## src/include/ast_pkg.sv

```systemverilog
// constants for the asynchronous serial transceiver
package ast_pkg;
    // register byte offsets on the wishbone bus
    localparam logic [3:0] AST_OFF_CMD      = 4'h0;
    localparam logic [3:0] AST_OFF_CTRL     = 4'h4;
    localparam logic [3:0] AST_OFF_TXDATA   = 4'h8;
    localparam logic [3:0] AST_OFF_TXSTAT   = 4'hc;
    localparam logic [3:0] AST_OFF_RXDATA   = 4'h0;
    localparam logic [3:0] AST_OFF_RXSTAT   = 4'h4;
    localparam logic [3:0] AST_OFF_IRQSTAT  = 4'h8;
    localparam logic [3:0] AST_OFF_IRQEN    = 4'hc;
    // page select: bit 4 of the address picks the upper register page
    localparam int         AST_PAGE_BIT     = 4;
    localparam int         AST_IRQCLR_BIT   = 5;
    // command register fields
    localparam int         AST_CMD_WL       = 0;
    localparam int         AST_CMD_PE       = 1;
    localparam int         AST_CMD_PM       = 2;
    localparam int         AST_CMD_RC_LO    = 3;
    localparam int         AST_CMD_RXB      = 6;
    localparam int         AST_CMD_XTAL     = 7;
    // control register fields
    localparam int         AST_CTL_BR_LO    = 0;
    localparam int         AST_CTL_XTX      = 3;
    localparam int         AST_CTL_XRX      = 4;
    localparam int         AST_CTL_TXEN     = 5;
    localparam int         AST_CTL_RXA      = 6;
    localparam int         AST_CTL_ECHO     = 7;
    // reset values
    localparam logic [7:0] AST_CMD_RST      = 8'h01;
    localparam logic [7:0] AST_CTRL_RST     = 8'h05;
    localparam logic [7:0] AST_TXDATA_RST   = 8'h00;
    // interrupt status bits
    localparam int         AST_IRQ_RXFULL   = 0;
    localparam int         AST_IRQ_TXEMPTY  = 1;
    localparam int         AST_IRQ_W        = 2;
    // oversampling of each bit by the receiver
    localparam int         AST_OVS          = 16;
    // base rate 115200 * 16, in hz
    localparam int         AST_BASE_HZ      = 1843200;
    localparam int         AST_CLK_HZ       = 100000000;
endpackage : ast_pkg

```

## src/ast_uart.sv

```systemverilog
// asynchronous serial transceiver with wishbone register access
// Summary of operation
// - transmit and receive run together, one holding register each way
// - internal generator offers eleven rates, set by baud and prescale fields
// - command bit 7 picks rc (0) or crystal (1) clock; resets 0
// - command bit 0 gives 8 data bits when 1, 7 when 0; resets 1
// - command bit 1 adds parity on transmit and checks it on receive
// - command bit 2 selects odd parity at 0, even at 1; resets 0
// - receiver flags start, parity, framing and overrun errors
// - control bit 7 echoes the receive line onto transmit; resets 0
// - control bits 4 and 3 invert receive and transmit pins
// - transmit only while control bit 5 set; receive enabled separately
// - two interrupts: receive holding full, transmit holding empty
// - status bit 0 set on data write, cleared on load; bit 1 shifting
// - reception enabled when either receive enable bit is 1
// - in echo, transmit line equals receive line xor transmit inversion
// - each word is sent and received least significant bit first
// - transmit empty interrupt fires when the held word enters the shifter
//
// Our own choices: the Wishbone interface to the registers and the placing of the registers.
`timescale 1ns/1ps
`default_nettype none
module ast_uart
    import ast_pkg::*;
#(
    parameter int CLK_HZ = ast_pkg::AST_CLK_HZ
)(
    input  wire logic        sys_clk,
    input  wire logic        rst_b,
    input  wire logic        clk_en,
    input  wire logic        wb_cyc_i,
    input  wire logic        wb_stb_i,
    input  wire logic        wb_we_i,
    input  wire logic [5:0]  wb_adr_i,
    input  wire logic [3:0]  wb_sel_i,
    input  wire logic [31:0] wb_dat_i,
    output var  logic [31:0] wb_dat_o,
    output var  logic        wb_ack_o,
    input  wire logic        rx_pin,
    output var  logic        tx_pin,
    output logic             irq_rx_full,
    output logic             irq_tx_empty,
    output logic             irq_o
);
    import ast_pkg::*;

    // elaboration check: the base prescaler needs at least two clocks
    if (CLK_HZ < 2 * AST_BASE_HZ)
    begin : g_clk_check
        $error("ast_uart: clock too slow for the oversampled base rate");
    end

    // divider to the 16x tick of 115200 baud
    localparam int BASE_DIV = CLK_HZ / AST_BASE_HZ;
    localparam int BDW      = $clog2(BASE_DIV + 1);

    logic [7:0]  cmd_q, ctrl_q, txd_q, rxd_q;
    logic [1:0]  irq_stat_q, irq_en_q;
    logic        ack_q;
    logic        tx_full_q, rx_full_q;
    logic        err_s_q, err_p_q, err_f_q, err_o_q;
    logic [1:0]  rx_sync_q;

    // field decode
    wire        wl8      = cmd_q[AST_CMD_WL];
    wire        par_en   = cmd_q[AST_CMD_PE];
    wire        par_even = cmd_q[AST_CMD_PM];
    wire [2:0]  rc_sel   = cmd_q[AST_CMD_RC_LO +: 3];
    wire        xtal_sel = cmd_q[AST_CMD_XTAL];
    wire [2:0]  baud_sel = ctrl_q[AST_CTL_BR_LO +: 3];
    wire        tx_inv   = ctrl_q[AST_CTL_XTX];
    wire        rx_inv   = ctrl_q[AST_CTL_XRX];
    wire        tx_en    = ctrl_q[AST_CTL_TXEN];
    wire        echo_en  = ctrl_q[AST_CTL_ECHO];
    wire        rx_en    = cmd_q[AST_CMD_RXB] | ctrl_q[AST_CTL_RXA];
    wire [3:0]  nbits    = wl8 ? 4'h8 : 4'h7;

    // one clock feeds both sources here; the source bit only picks the
    // rate table, so rc and crystal settings give their printed rates
    function automatic logic [11:0] rate_div(input logic xt,
                                             input logic [2:0] rc,
                                             input logic [2:0] br);
        logic [11:0] d;
        d = 12'h000;
        if (xt)
            d = 12'h180 >> br;                                // 300..38400
        else
            unique case (br)
                3'h7: d = 12'h001;                            // 115200
                3'h6: d = 12'h002;                            // 57600
                3'h5: d = 12'h00c;                            // 9600
                3'h4: d = 12'h008;                            // 14400
                3'h3: d = 12'h018;                            // 4800
                3'h2: d = 12'h030;                            // 2400
                3'h1: d = 12'h060;                            // 1200
                3'h0: d = 12'h0c0;                            // 600
            endcase
        if (rc == 3'h7)
            d = 12'h000;
        return (d == 12'h000) ? 12'h001 : d;
    endfunction : rate_div

    wire [11:0] rdiv = rate_div(xtal_sel, rc_sel, baud_sel);

    // baud generator: base prescale then rate divide gives 16x tick
    logic [BDW-1:0] pre_q;
    logic [11:0]    rcnt_q;
    wire            pre_hit = (pre_q == BDW'(BASE_DIV - 1));
    wire            tick    = pre_hit && (rcnt_q == rdiv - 12'h001);
    always_ff @(posedge sys_clk or negedge rst_b)
    begin
        if (!rst_b)
        begin
            pre_q  <= '0;
            rcnt_q <= 12'h000;
        end
        else if (clk_en)
        begin
            pre_q  <= pre_hit ? '0 : pre_q + 1'b1;
            if (pre_hit)
                rcnt_q <= tick ? 12'h000 : rcnt_q + 12'h001;
        end
    end

    // wishbone decode
    wire        req      = wb_cyc_i & wb_stb_i & ~ack_q;
    wire        wr       = req & wb_we_i & wb_sel_i[0];
    wire        rd       = req & ~wb_we_i;
    wire        hi_pg    = wb_adr_i[AST_PAGE_BIT];
    wire        clr_pg   = wb_adr_i[AST_IRQCLR_BIT];
    wire [3:0]  off      = wb_adr_i[3:0];
    wire        wr_cmd   = wr & ~clr_pg & ~hi_pg & (off == AST_OFF_CMD);
    wire        wr_ctrl  = wr & ~clr_pg & ~hi_pg & (off == AST_OFF_CTRL);
    wire        wr_txd   = wr & ~clr_pg & ~hi_pg & (off == AST_OFF_TXDATA);
    wire        wr_rxst  = wr & ~clr_pg & hi_pg & (off == AST_OFF_RXSTAT);
    wire        wr_irqen = wr & ~clr_pg & hi_pg & (off == AST_OFF_IRQEN);
    wire        wr_irqcl = wr & clr_pg;
    wire        rd_rxd   = rd & ~clr_pg & hi_pg & (off == AST_OFF_RXDATA);

    // receiver state
    typedef enum {AST_RX_IDLE, AST_RX_START, AST_RX_DATA, AST_RX_PAR,
                  AST_RX_STOP} ast_rx_e;
    ast_rx_e     rx_st_q;
    logic [3:0]  rx_os_q, rx_bit_q;
    logic [7:0]  rx_sh_q;
    logic        rx_perr_q, rx_serr_q;
    wire         rxl      = rx_sync_q[1] ^ rx_inv;
    wire         rx_mid   = tick && (rx_os_q == 4'h7);
    wire         rx_done  = rx_mid && (rx_st_q == AST_RX_STOP);
    wire         rx_busy  = (rx_st_q != AST_RX_IDLE);

    // transmitter state
    typedef enum {AST_TX_IDLE, AST_TX_START, AST_TX_DATA, AST_TX_PAR,
                  AST_TX_STOP} ast_tx_e;
    ast_tx_e     tx_st_q;
    logic [3:0]  tx_os_q, tx_bit_q;
    logic [7:0]  tx_sh_q;
    logic        tx_par_q, tx_line_q;
    wire         tx_bend  = tick && (tx_os_q == 4'hf);
    wire         tx_load  = tx_full_q && tx_en &&
                            ((tx_st_q == AST_TX_IDLE) ||
                             (tx_st_q == AST_TX_STOP && tx_bend));
    wire         tx_busy  = (tx_st_q != AST_TX_IDLE);

    // configuration and holding registers
    always_ff @(posedge sys_clk or negedge rst_b)
    begin
        if (!rst_b)
        begin
            cmd_q    <= AST_CMD_RST;
            ctrl_q   <= AST_CTRL_RST;
            txd_q    <= AST_TXDATA_RST;
            irq_en_q <= 2'h0;
        end
        else if (clk_en)
        begin
            if (wr_cmd)   cmd_q    <= wb_dat_i[7:0];
            if (wr_ctrl)  ctrl_q   <= wb_dat_i[7:0];
            if (wr_txd)   txd_q    <= wb_dat_i[7:0];
            if (wr_irqen) irq_en_q <= wb_dat_i[AST_IRQ_W-1:0];
        end
    end

    // flags; hardware set wins over software clear
    wire [1:0] irq_set = {tx_load, rx_done};
    always_ff @(posedge sys_clk or negedge rst_b)
    begin
        if (!rst_b)
        begin
            tx_full_q  <= 1'b0;
            rx_full_q  <= 1'b0;
            err_o_q    <= 1'b0;
            irq_stat_q <= 2'h0;
            ack_q      <= 1'b0;
            rx_sync_q  <= 2'h3;
        end
        else if (clk_en)
        begin
            ack_q     <= req;
            rx_sync_q <= {rx_sync_q[0], rx_pin};
            if (wr_txd)       tx_full_q <= 1'b1;
            else if (tx_load) tx_full_q <= 1'b0;
            if (rx_done)      rx_full_q <= 1'b1;
            else if (rd_rxd)  rx_full_q <= 1'b0;
            if (rx_done && rx_full_q) err_o_q <= 1'b1;
            else if (wr_rxst)         err_o_q <= 1'b0;
            irq_stat_q <= irq_set |
                          (irq_stat_q & ~(wr_irqcl ? wb_dat_i[1:0] : 2'h0));
        end
    end

    // receiver: sample mid-bit at 16x, lsb first
    always_ff @(posedge sys_clk or negedge rst_b)
    begin
        if (!rst_b)
        begin
            rx_st_q   <= AST_RX_IDLE;
            rx_os_q   <= 4'h0;
            rx_bit_q  <= 4'h0;
            rx_sh_q   <= 8'h00;
            rx_perr_q <= 1'b0;
            rx_serr_q <= 1'b0;
            rxd_q     <= 8'h00;
            err_s_q   <= 1'b0;
            err_p_q   <= 1'b0;
            err_f_q   <= 1'b0;
        end
        else if (clk_en && tick)
        begin
            rx_os_q <= rx_os_q + 4'h1;
            unique case (rx_st_q)
                AST_RX_IDLE:
                    if (rx_en && !rxl)
                    begin
                        rx_st_q <= AST_RX_START;
                        rx_os_q <= 4'h0;
                    end
                AST_RX_START:
                    if (rx_os_q == 4'h7)
                    begin
                        rx_serr_q <= rxl;
                        rx_perr_q <= par_even ? 1'b0 : 1'b1;
                        rx_bit_q  <= 4'h0;
                        rx_sh_q   <= 8'h00;
                        rx_st_q   <= AST_RX_DATA;
                        rx_os_q   <= 4'h8;
                    end
                AST_RX_DATA:
                    if (rx_os_q == 4'h7)
                    begin
                        rx_sh_q   <= {rxl, rx_sh_q[7:1]};
                        rx_perr_q <= rx_perr_q ^ rxl;
                        rx_bit_q  <= rx_bit_q + 4'h1;
                        if (rx_bit_q == nbits - 4'h1)
                            rx_st_q <= par_en ? AST_RX_PAR : AST_RX_STOP;
                    end
                AST_RX_PAR:
                    if (rx_os_q == 4'h7)
                    begin
                        rx_perr_q <= rx_perr_q ^ rxl;
                        rx_st_q   <= AST_RX_STOP;
                    end
                AST_RX_STOP:
                    if (rx_os_q == 4'h7)
                    begin
                        rxd_q   <= wl8 ? rx_sh_q : {1'b0, rx_sh_q[7:1]};
                        err_s_q <= rx_serr_q;
                        err_p_q <= par_en & rx_perr_q;
                        err_f_q <= ~rxl;
                        rx_st_q <= AST_RX_IDLE;
                    end
            endcase
        end
    end

    // transmitter: start, data lsb first, parity, one stop
    always_ff @(posedge sys_clk or negedge rst_b)
    begin
        if (!rst_b)
        begin
            tx_st_q   <= AST_TX_IDLE;
            tx_os_q   <= 4'h0;
            tx_bit_q  <= 4'h0;
            tx_sh_q   <= 8'h00;
            tx_par_q  <= 1'b0;
            tx_line_q <= 1'b1;
        end
        else if (clk_en)
        begin
            if (tick)
                tx_os_q <= tx_os_q + 4'h1;
            if (tx_load)
            begin
                tx_sh_q   <= txd_q;
                tx_par_q  <= par_even ? 1'b0 : 1'b1;
                tx_bit_q  <= 4'h0;
                tx_os_q   <= 4'h0;
                tx_line_q <= 1'b0;
                tx_st_q   <= AST_TX_START;
            end
            else if (tx_bend)
            begin
                unique case (tx_st_q)
                    AST_TX_IDLE:
                        tx_line_q <= 1'b1;
                    AST_TX_START:
                    begin
                        tx_line_q <= tx_sh_q[0];
                        tx_st_q   <= AST_TX_DATA;
                    end
                    AST_TX_DATA:
                    begin
                        tx_par_q <= tx_par_q ^ tx_sh_q[0];
                        tx_sh_q  <= {1'b0, tx_sh_q[7:1]};
                        tx_bit_q <= tx_bit_q + 4'h1;
                        if (tx_bit_q == nbits - 4'h1)
                        begin
                            tx_line_q <= par_en ?
                                         tx_par_q ^ tx_sh_q[0] : 1'b1;
                            tx_st_q   <= par_en ? AST_TX_PAR : AST_TX_STOP;
                        end
                        else
                            tx_line_q <= tx_sh_q[1];
                    end
                    AST_TX_PAR:
                    begin
                        tx_line_q <= 1'b1;
                        tx_st_q   <= AST_TX_STOP;
                    end
                    AST_TX_STOP:
                        tx_st_q <= AST_TX_IDLE;
                endcase
            end
        end
    end

    // pin output is registered; echo reuses the synchronised rx level
    always_ff @(posedge sys_clk or negedge rst_b)
    begin
        if (!rst_b)
            tx_pin <= 1'b1;
        else if (clk_en)
            tx_pin <= echo_en ? (rx_sync_q[1] ^ tx_inv) :
                      (tx_en ? tx_line_q : 1'b1) ^ tx_inv;
    end

    // read mux
    wire [7:0] txst = {6'h00, tx_busy, tx_full_q};
    wire [7:0] rxst = {2'h0, err_s_q, err_p_q, err_f_q, err_o_q,
                       rx_busy, rx_full_q};
    wire [7:0] lo_rd = (off == AST_OFF_CMD)    ? cmd_q :
                       (off == AST_OFF_CTRL)   ? ctrl_q :
                       (off == AST_OFF_TXDATA) ? txd_q :
                       (off == AST_OFF_TXSTAT) ? txst : 8'h00;
    wire [7:0] hi_rd = (off == AST_OFF_RXDATA)  ? rxd_q :
                       (off == AST_OFF_RXSTAT)  ? rxst :
                       (off == AST_OFF_IRQSTAT) ? {6'h00, irq_stat_q} :
                       (off == AST_OFF_IRQEN)   ? {6'h00, irq_en_q} : 8'h00;
    wire [7:0] rd_d  = clr_pg ? 8'h00 : (hi_pg ? hi_rd : lo_rd);
    always_ff @(posedge sys_clk or negedge rst_b)
    begin
        if (!rst_b)
            wb_dat_o <= 32'h0000_0000;
        else if (clk_en && req)
            wb_dat_o <= {24'h00_0000, rd_d};
    end

    assign wb_ack_o     = ack_q;
    assign irq_rx_full  = irq_stat_q[AST_IRQ_RXFULL] &
                          irq_en_q[AST_IRQ_RXFULL];
    assign irq_tx_empty = irq_stat_q[AST_IRQ_TXEMPTY] &
                          irq_en_q[AST_IRQ_TXEMPTY];
    assign irq_o        = irq_rx_full | irq_tx_empty;
endmodule : ast_uart
`default_nettype wire

```

## config.mk

```make
export PLATFORM = sky130hd
export DESIGN_NAME = ast_uart
export DESIGN_NICKNAME = d
export VERILOG_FILES = /design/src/include/ast_pkg.sv /design/src/ast_uart.sv
export SDC_FILE = /design/constraint.sdc
export NUM_CORES = 1
export LEC_CHECK = 0
export BUFFER_PORTS_ARGS = -buffer_cell sky130_fd_sc_hd__clkbuf_2
export CAP_MARGIN = 10
export CORE_ASPECT_RATIO = 0.5
export CORE_MARGIN = 4
export CORE_UTILIZATION = 53
export DETAILED_ROUTE_END_ITERATION = 7
export PLACE_DENSITY = 0.77
export SYNTH_ARGS = -nofsm -noshare
export SYNTH_HDL_FRONTEND = slang
export SYNTH_SLANG_ARGS = --single-unit
```

## constraint.sdc

```tcl
create_clock -name sys_clk -period 4.62 [get_ports sys_clk]
set_clock_uncertainty 0.1 [all_clocks]
set_input_delay 0.924 -clock sys_clk [delete_from_list [all_inputs] [get_ports sys_clk]]
set_output_delay 0.924 -clock sys_clk [all_outputs]
set_load 0.05 [all_outputs]
```

Word-level counts from Yosys, hierarchy flattened
Memories as Yosys holds them, arrays and structs flattened.
Index checks and enable logic that the tools add are counted.

storage, ports and cells
  register bits after elaboration = 172
  ROM bits = 64
  input port bits = 49
  output and inout bits = 37
  word-level logic and storage cells = 219
  memories kept = 1

cells by class
  $add $sub $neg = 8
  equality and inequality tests = 28
  shift operators = 1
  mux-type cells = 67
  bitwise logic cells = 35
  reductions and logical operators = 49

memories
  name              words  width  read ports  clocked after memory_dff  write ports  RTL line        source
  (name not given)  8      8      1           0                         0            ast_uart.sv:88  unique case (br)

operator list
  cell                     number
  $mux W32                 9
  $pmux W32 S5             1
  $eq A32 B2 Y1 const B    4
  $pmux W32 S4             1
  $logic_not A32 Y1        3
  $mux W8                  12
  $eq A32 B1 Y1 const B    2
  $eq A32 B3 Y1 const B    2
  $eq A32 B4 Y1 const B    2
  $reduce_bool A32 Y1      2
  $mux W12                 4
  $mux W4                  10
  $and A1 B1 Y1            20
  $mux W1                  18
  $reduce_and A2 Y1        9
  $add A4 B1 Y4 const B    4
  $pmux W4 S2              2
  $pmux W8 S2              1
  $reduce_bool A2 Y1       8
  $add A12 B1 Y12 const B  1
  $eq A12 B12 Y1           1
  $eq A4 B4 Y1 const B     3
  $logic_not A12 Y1        1
  $mux W6                  2
  other kinds (31)         66

Logic depth before layout (Yosys ltp)
  depth after elaboration = 14
  gate-level depth with buffers = 18
  gate-level depth less buffers = 15

Least setup slack after synthesis
No wires, ideal clock.

  kind = register -> register
  start point = register ctrl_q[1]
  end point = register rx_bit_q[1]
  library setup time = 0.126 ns
  arrival = 4.472 ns
  data required time = 4.394 ns
  path slack = -0.078 ns
  stages on the path, launching flop included = 18
  path buffers = 2
  clock period less this slack = 4.698 ns
  cells stage by stage = dfrtp_1 -> buf_2 -> inv_1 -> ha_1 -> or4b_4 -> nor2_2 -> o211ai_1 -> and3_1 -> ha_1 -> xnor2_1 -> a2111oi_0 -> nand4_1 -> nor4_1 -> o211ai_2 -> nor4_4 -> or4b_1 -> buf_2 -> a221o_1

between the ends
  word-level cells in the longest chain between the ends = 10
  elaborated cells between the ends (all ways) = 11
  those cells by class = add/sub (1); eq/ne (1); shift (1); mux (3); reduce/logical (4); memory (1)

ends and longest elaborated chain
  item                                             RTL line         source
  from (decl)                                      ast_uart.sv:57   logic [7:0] cmd_q, ctrl_q, txd_q, rxd_q;
  from (signal assigned)                           ast_uart.sv:178  if (wr_ctrl) ctrl_q <= wb_dat_i[7:0];
  $mem_v2 Z8 W8 or $shr A9 B3 Y12 (tied branches)  n/a
  $mux W12 (*)                                     ast_uart.sv:85   if (xt)
  $mux W12 (*)                                     ast_uart.sv:98   if (rc == 3'h7)
  $logic_not A12 Y1                                ast_uart.sv:100  return (d == 12'h000) ? 12'h001 : d;
  $mux W12 (*)                                     ast_uart.sv:100
  $sub A12 B1 Y12 (*)                              ast_uart.sv:109  wire tick = pre_hit && (rcnt_q == rdiv - 12'h001);
  $eq A12 B12 Y1 (*)                               ast_uart.sv:109
  $logic_and A1 B1 Y1 (*)                          ast_uart.sv:109
  $logic_and A1 B1 Y1 (*)                          ast_uart.sv:228  else if (clk_en && tick)
  $reduce_and A4 Y1 (no line) (*)                  n/a
  to (signal assigned)                             ast_uart.sv:253  rx_bit_q <= rx_bit_q + 4'h1;
  to (decl)                                        ast_uart.sv:144  logic [3:0] rx_os_q, rx_bit_q;

Mark *: on every way between the ends. The rest lies on a longest branch, timed or not.
A chain may end at the register's enable or synchronous reset.

Final worst setup path
  start point = register ctrl_q[0]
  end point = register rx_bit_q[1]

Same word-level chain as after synthesis.

==> summary by stage <==
Placement
Once detailed placement completed, the half-perimeter wirelength came to around 12,000 microns. Once placement finished, the instance area stood at 7280 sq um. Once placement completed, the tool counted placed cells totaling 918. The port buffer count is 34. The final RePlAce weighted congestion is 0.954.

Synth
During synthesis, Yosys emitted a total of 0 warnings. Of the total synthesized cell area, the portion taken by XOR and XNOR cells is 0.0350. The proportion of netlist area held by the largest area contributor is 0.388. Each instance of the synthesized netlist takes up on average 9.56 sq um.

The mapped cell area is 6910 sq um. The biggest area consumer among synthesized cells is sky130_fd_sc_hd__dfrtp_1. The basic-gate share of the synthesized area counting and, or, nand and nor cells is 0.184. Of the total synthesized cell area, the portion taken by full adders, half adders and majority gates is 0.0217.

The largest family of logic cells by synthesized area is compound AO/OA/AOI/OAI gates. The share of flip-flops with an asynchronous set or reset after synthesis is 1.00. After synthesis the netlist holds a flip-flop and latch count of 114. Counting flops with a built-in enable in the synthesized netlist gives 0. The cell count after synthesis came out at roughly 720. By area the synthesized netlist is led by sky130_fd_sc_hd__dfrtp_1 39%, sky130_fd_sc_hd__mux2_2 7.2%, sky130_fd_sc_hd__nand2_1 3.5%. The fraction of the mapped netlist area in compound gates is 0.192.

Of the synthesized area, sequential elements account for 0.414. The number of library cell types mapped by synthesis is 74. In the synthesized netlist the dominant register cell turns out to be sky130_fd_sc_hd__dfrtp_1.

The multiplexer fraction of the synthesized cell area is 0.0891.

Critical path
The worst reg2reg path depth is 15. Data arrives at the worst endpoint at 4.73 ns. The required time reported for the critical path endpoint is around 4.8 ns.

The delay of the slowest cell on the worst path is 0.56 ns. By startpoint and endpoint, the worst setup path is classified as reg -> reg. The slack of the worst reg-to-reg path is 0.08 ns.

The kind of start point of the critical path is a flop. The worst setup path is captured at a flop. The critical path starts at ctrl_q[0]$_DFFE_PN1P_.

The worst register-to-register path begins at ctrl_q[0]$_DFFE_PN1P_. The maximum fanout count along the critical path is 3. The signal on the critical path passes through inv_2 > ha_4 > or4b_4 > nor2_2 > o211ai_1 > and3_4 > ha_4 > xnor2_1 > a2111oi_2 > nand4_1 > nor4_2 > o211ai_2 > nor4_4 > or4b_4 > a221o_1. The destination of the worst register-to-register timing path is rx_bit_q[1]$_DFFE_PN0P_.

The cell at the slowest stage of the critical path is sky130_fd_sc_hd__or4b_4.

Global route
The number of antenna violations at the first check in global routing is 0. For this run, the total global-route usage over all layers was measured as 0.236. The largest net degree at the start of global routing is 68. The first-pass GRT wire length is roughly 28,000 microns. The global route total overflow is 0. The number of global-route vias before repair is 5,478.

Drt
The first routing iteration left 426 violations. For this run, the detailed router's first-pass iteration total came to 5. The vias after detailed routing is 5,926.

After detailed routing, the number of vias per cell comes to a little over 6. For this block, the routed nets add up to 17,600 microns of wire. The number of nets with antenna violations after routing is 0. In the routed design, unresolved DRC markers number 0. The average wire per standard cell is 18.4 microns.

STA
The final cycle utilization of the critical path is 0.983. At the pin with the least slew margin, the transition time is 1.09 ns. Setup repair after global routing could not meet its margin everywhere.

The achievable clock frequency is approximately 220 MHz. Subtracting the final worst setup slack from the clock period gives 4.54 ns. The final-report setup violation count is 0. Hold timing on the final database bottoms out at a slack of 0.389 ns. The setup TNS is 0 ns.

The worst pin sits at a relative slew slack of 0.268. The number of pins with negative max-slew slack in the final report was 0. The number of hold violations in the final report is 0.

Die
The total area inside the core boundary comes to 12,700 sq um. The starting density of the core is 0.544. For this design the top-level I/O count stands at 86.

The die span in y is ~90 microns. The die covers 15,000 sq um. The floorplan die width is roughly 170 microns.

The standard-cell row count is 29.

Layout
Leaving out fill and tap cells, the most frequent cells in the layout are 107 x sky130_fd_sc_hd__dfrtp_1, 64 x sky130_fd_sc_hd__nand2_1, 47 x sky130_fd_sc_hd__nor2_1, 44 x sky130_fd_sc_hd__mux2_2, 40 x sky130_fd_sc_hd__o21ai_0. The multi-input combinational cells in the finished layout cover a total of 3760 sq um. The finished layout holds 957 standard cells, fillers aside. After routing the design area is 7990 sq um. At the end of the flow, the number of nets in the layout was 835. Fill cells in the final layout number 991. Leaving out fill and tap cells, the most frequent cell in the layout is sky130_fd_sc_hd__dfrtp_1. Registers take 2860 sq um.

Of the cells placed in the final design, the portion with a size suffix greater than 1 is 0.239. The repair_antennas step left the layout with diodes totalling 0. The area growth from synthesis to final layout is 15.6%.

Power
The power density of the placed cells is about 330 nW/um^2. The power after layout is 2.67 mW. The analysis attributes to cell leakage a power of 3.62 nW.

Across the VDD grid, the largest voltage drop is 0.198 mV.

Worst hold path
Counting instances, the worst hold path has a depth of 2. The worst hold-check path type is reg -> reg. The endpoint with the worst hold slack is tx_pin$_DFFE_PN1P_. The worst min-delay path startpoint is tx_pin$_DFFE_PN1P_.

Clock network
For the worst-skew pair, the clock arrives at the later sink with an insertion delay of 0.41 ns. TritonCTS built the clock tree. The clock passes through at most 2 buffers. The tree built by TritonCTS fans out to 114 sinks. Hold repair after CTS inserted 0 buffers. The number of levels in the clock H-tree is 4.

The buffer cell driving the clock tree root is sky130_fd_sc_hd__clkbuf_16. Clock-pin slew was measured on the worst setup and hold paths at approximately 0.060 ns. The number of buffers created by CTS is 17.

Run status
The run finished with clean final reports.

Job
Max-cap violations in this run came to 0.
## flip-flops by register name (all words and copies together), names as in the netlist, 2 cells and up
register    cells
irq_stat_q      2
rcnt_q         12
cmd_q           8
rx_st_q         3
rx_sh_q         8
wb_dat_o        8
tx_st_q         3
txd_q           8
irq_en_q        2
rx_os_q         4
tx_os_q         4
tx_sh_q         8
rx_bit_q        4
ctrl_q          8
tx_bit_q        4
rxd_q           8
pre_q           6
rx_sync_q       2
## cells in the mapped netlist, drive strengths merged (8+ instances only)
master	count
or3	10
a21o	13
nand3	25
ha	12
dfrtp	107
mux2i	12
o21ai	41
nor4	12
nor2	48
mux2	44
o211ai	8
xnor2	15
nor3b	8
a21oi	22
clkbuf	28
nand4	16
and2	10
xor2	10
buf	34
inv	25
a32o	13
and3	9
a22oi	10
nor3	18
nand2	65
## critical path: cells and delay by family (launching register included)
| family | cells | cell delay [ns] |
|---|---|---|
| compound gates | 4 | 0.87 |
| xor+xnor | 1 | 0.13 |
| fa+ha+maj | 2 | 0.44 |
| buf+inv | 1 | 0.06 |
| flops | 1 | 0.55 |
| simple gates | 7 | 2.28 |
## layout make-up
cell class	count	share of cell area
clock buffer	18	0.0537
clock inverter	14	0.0204
inverter	25	0.0118
multi-input combinational	544	0.470
sequential	114	0.358
tap	170	0.0266
timing repair buffer	72	0.0588
## worst max path at each step
stage | endpoint | cells after the start
finish | rx_bit_q[1]$_DFFE_PN0P_ | 15
detailed placement | rxd_q[6]$_DFFE_PN0P_ | 17
floorplan | rx_bit_q[1]$_DFFE_PN0P_ | 16
global placement | rx_bit_q[1]$_DFFE_PN0P_ | 15
CTS | rx_bit_q[1]$_DFFE_PN0P_ | 15
global route | rx_sh_q[3]$_DFFE_PN0P_ | 16
## what timing repair did
item	in CTS	in global routing
resized for setup	3	10
pin swaps	1	10
setup buffers	0	7
setup endpoints to repair	19	55
## cells by family (layout without fill, tap and decap cells)
group	count (synthesis)	after routing
AOI/OAI and AO/OA	180	180
xor gates and xnor gates	26	26
adders and majority gates	12	12
buffers and inverters	87	129
DFF	114	114
muxes	56	56
other	1	24
and+or+nand+nor	246	246
## metrics by stage
step | setup slack, ns | util
after detailed placement | -0.0163 | 0.573
after floorplan | 0.0146 | -
after CTS | 0.00425 | 0.621
after global routing | -0.101 | 0.629
after global placement | 0.0324 | 0.573
final | 0.0781 | 0.629
## power breakdown
| group | switching (mW) | internal (mW) | leakage, nW |
|---|---|---|---|
| Clock | 0.487 | 0.845 | 0.282 |
| Combinational | 0.188 | 0.0803 | 1.84 |
| Sequential | 0.0351 | 1.04 | 1.49 |
## per-layer routing
layer  GRT usage  vias to the layer above  part of all wire
li1            -                     2731                 -
met1       0.320                     2930              0.44
met2       0.392                      243              0.48
met3      0.0531                       22             0.069
met4      0.0606                        0             0.012
met5           0                        -                 0
Note: power is estimated with default switching activity, not from simulation.
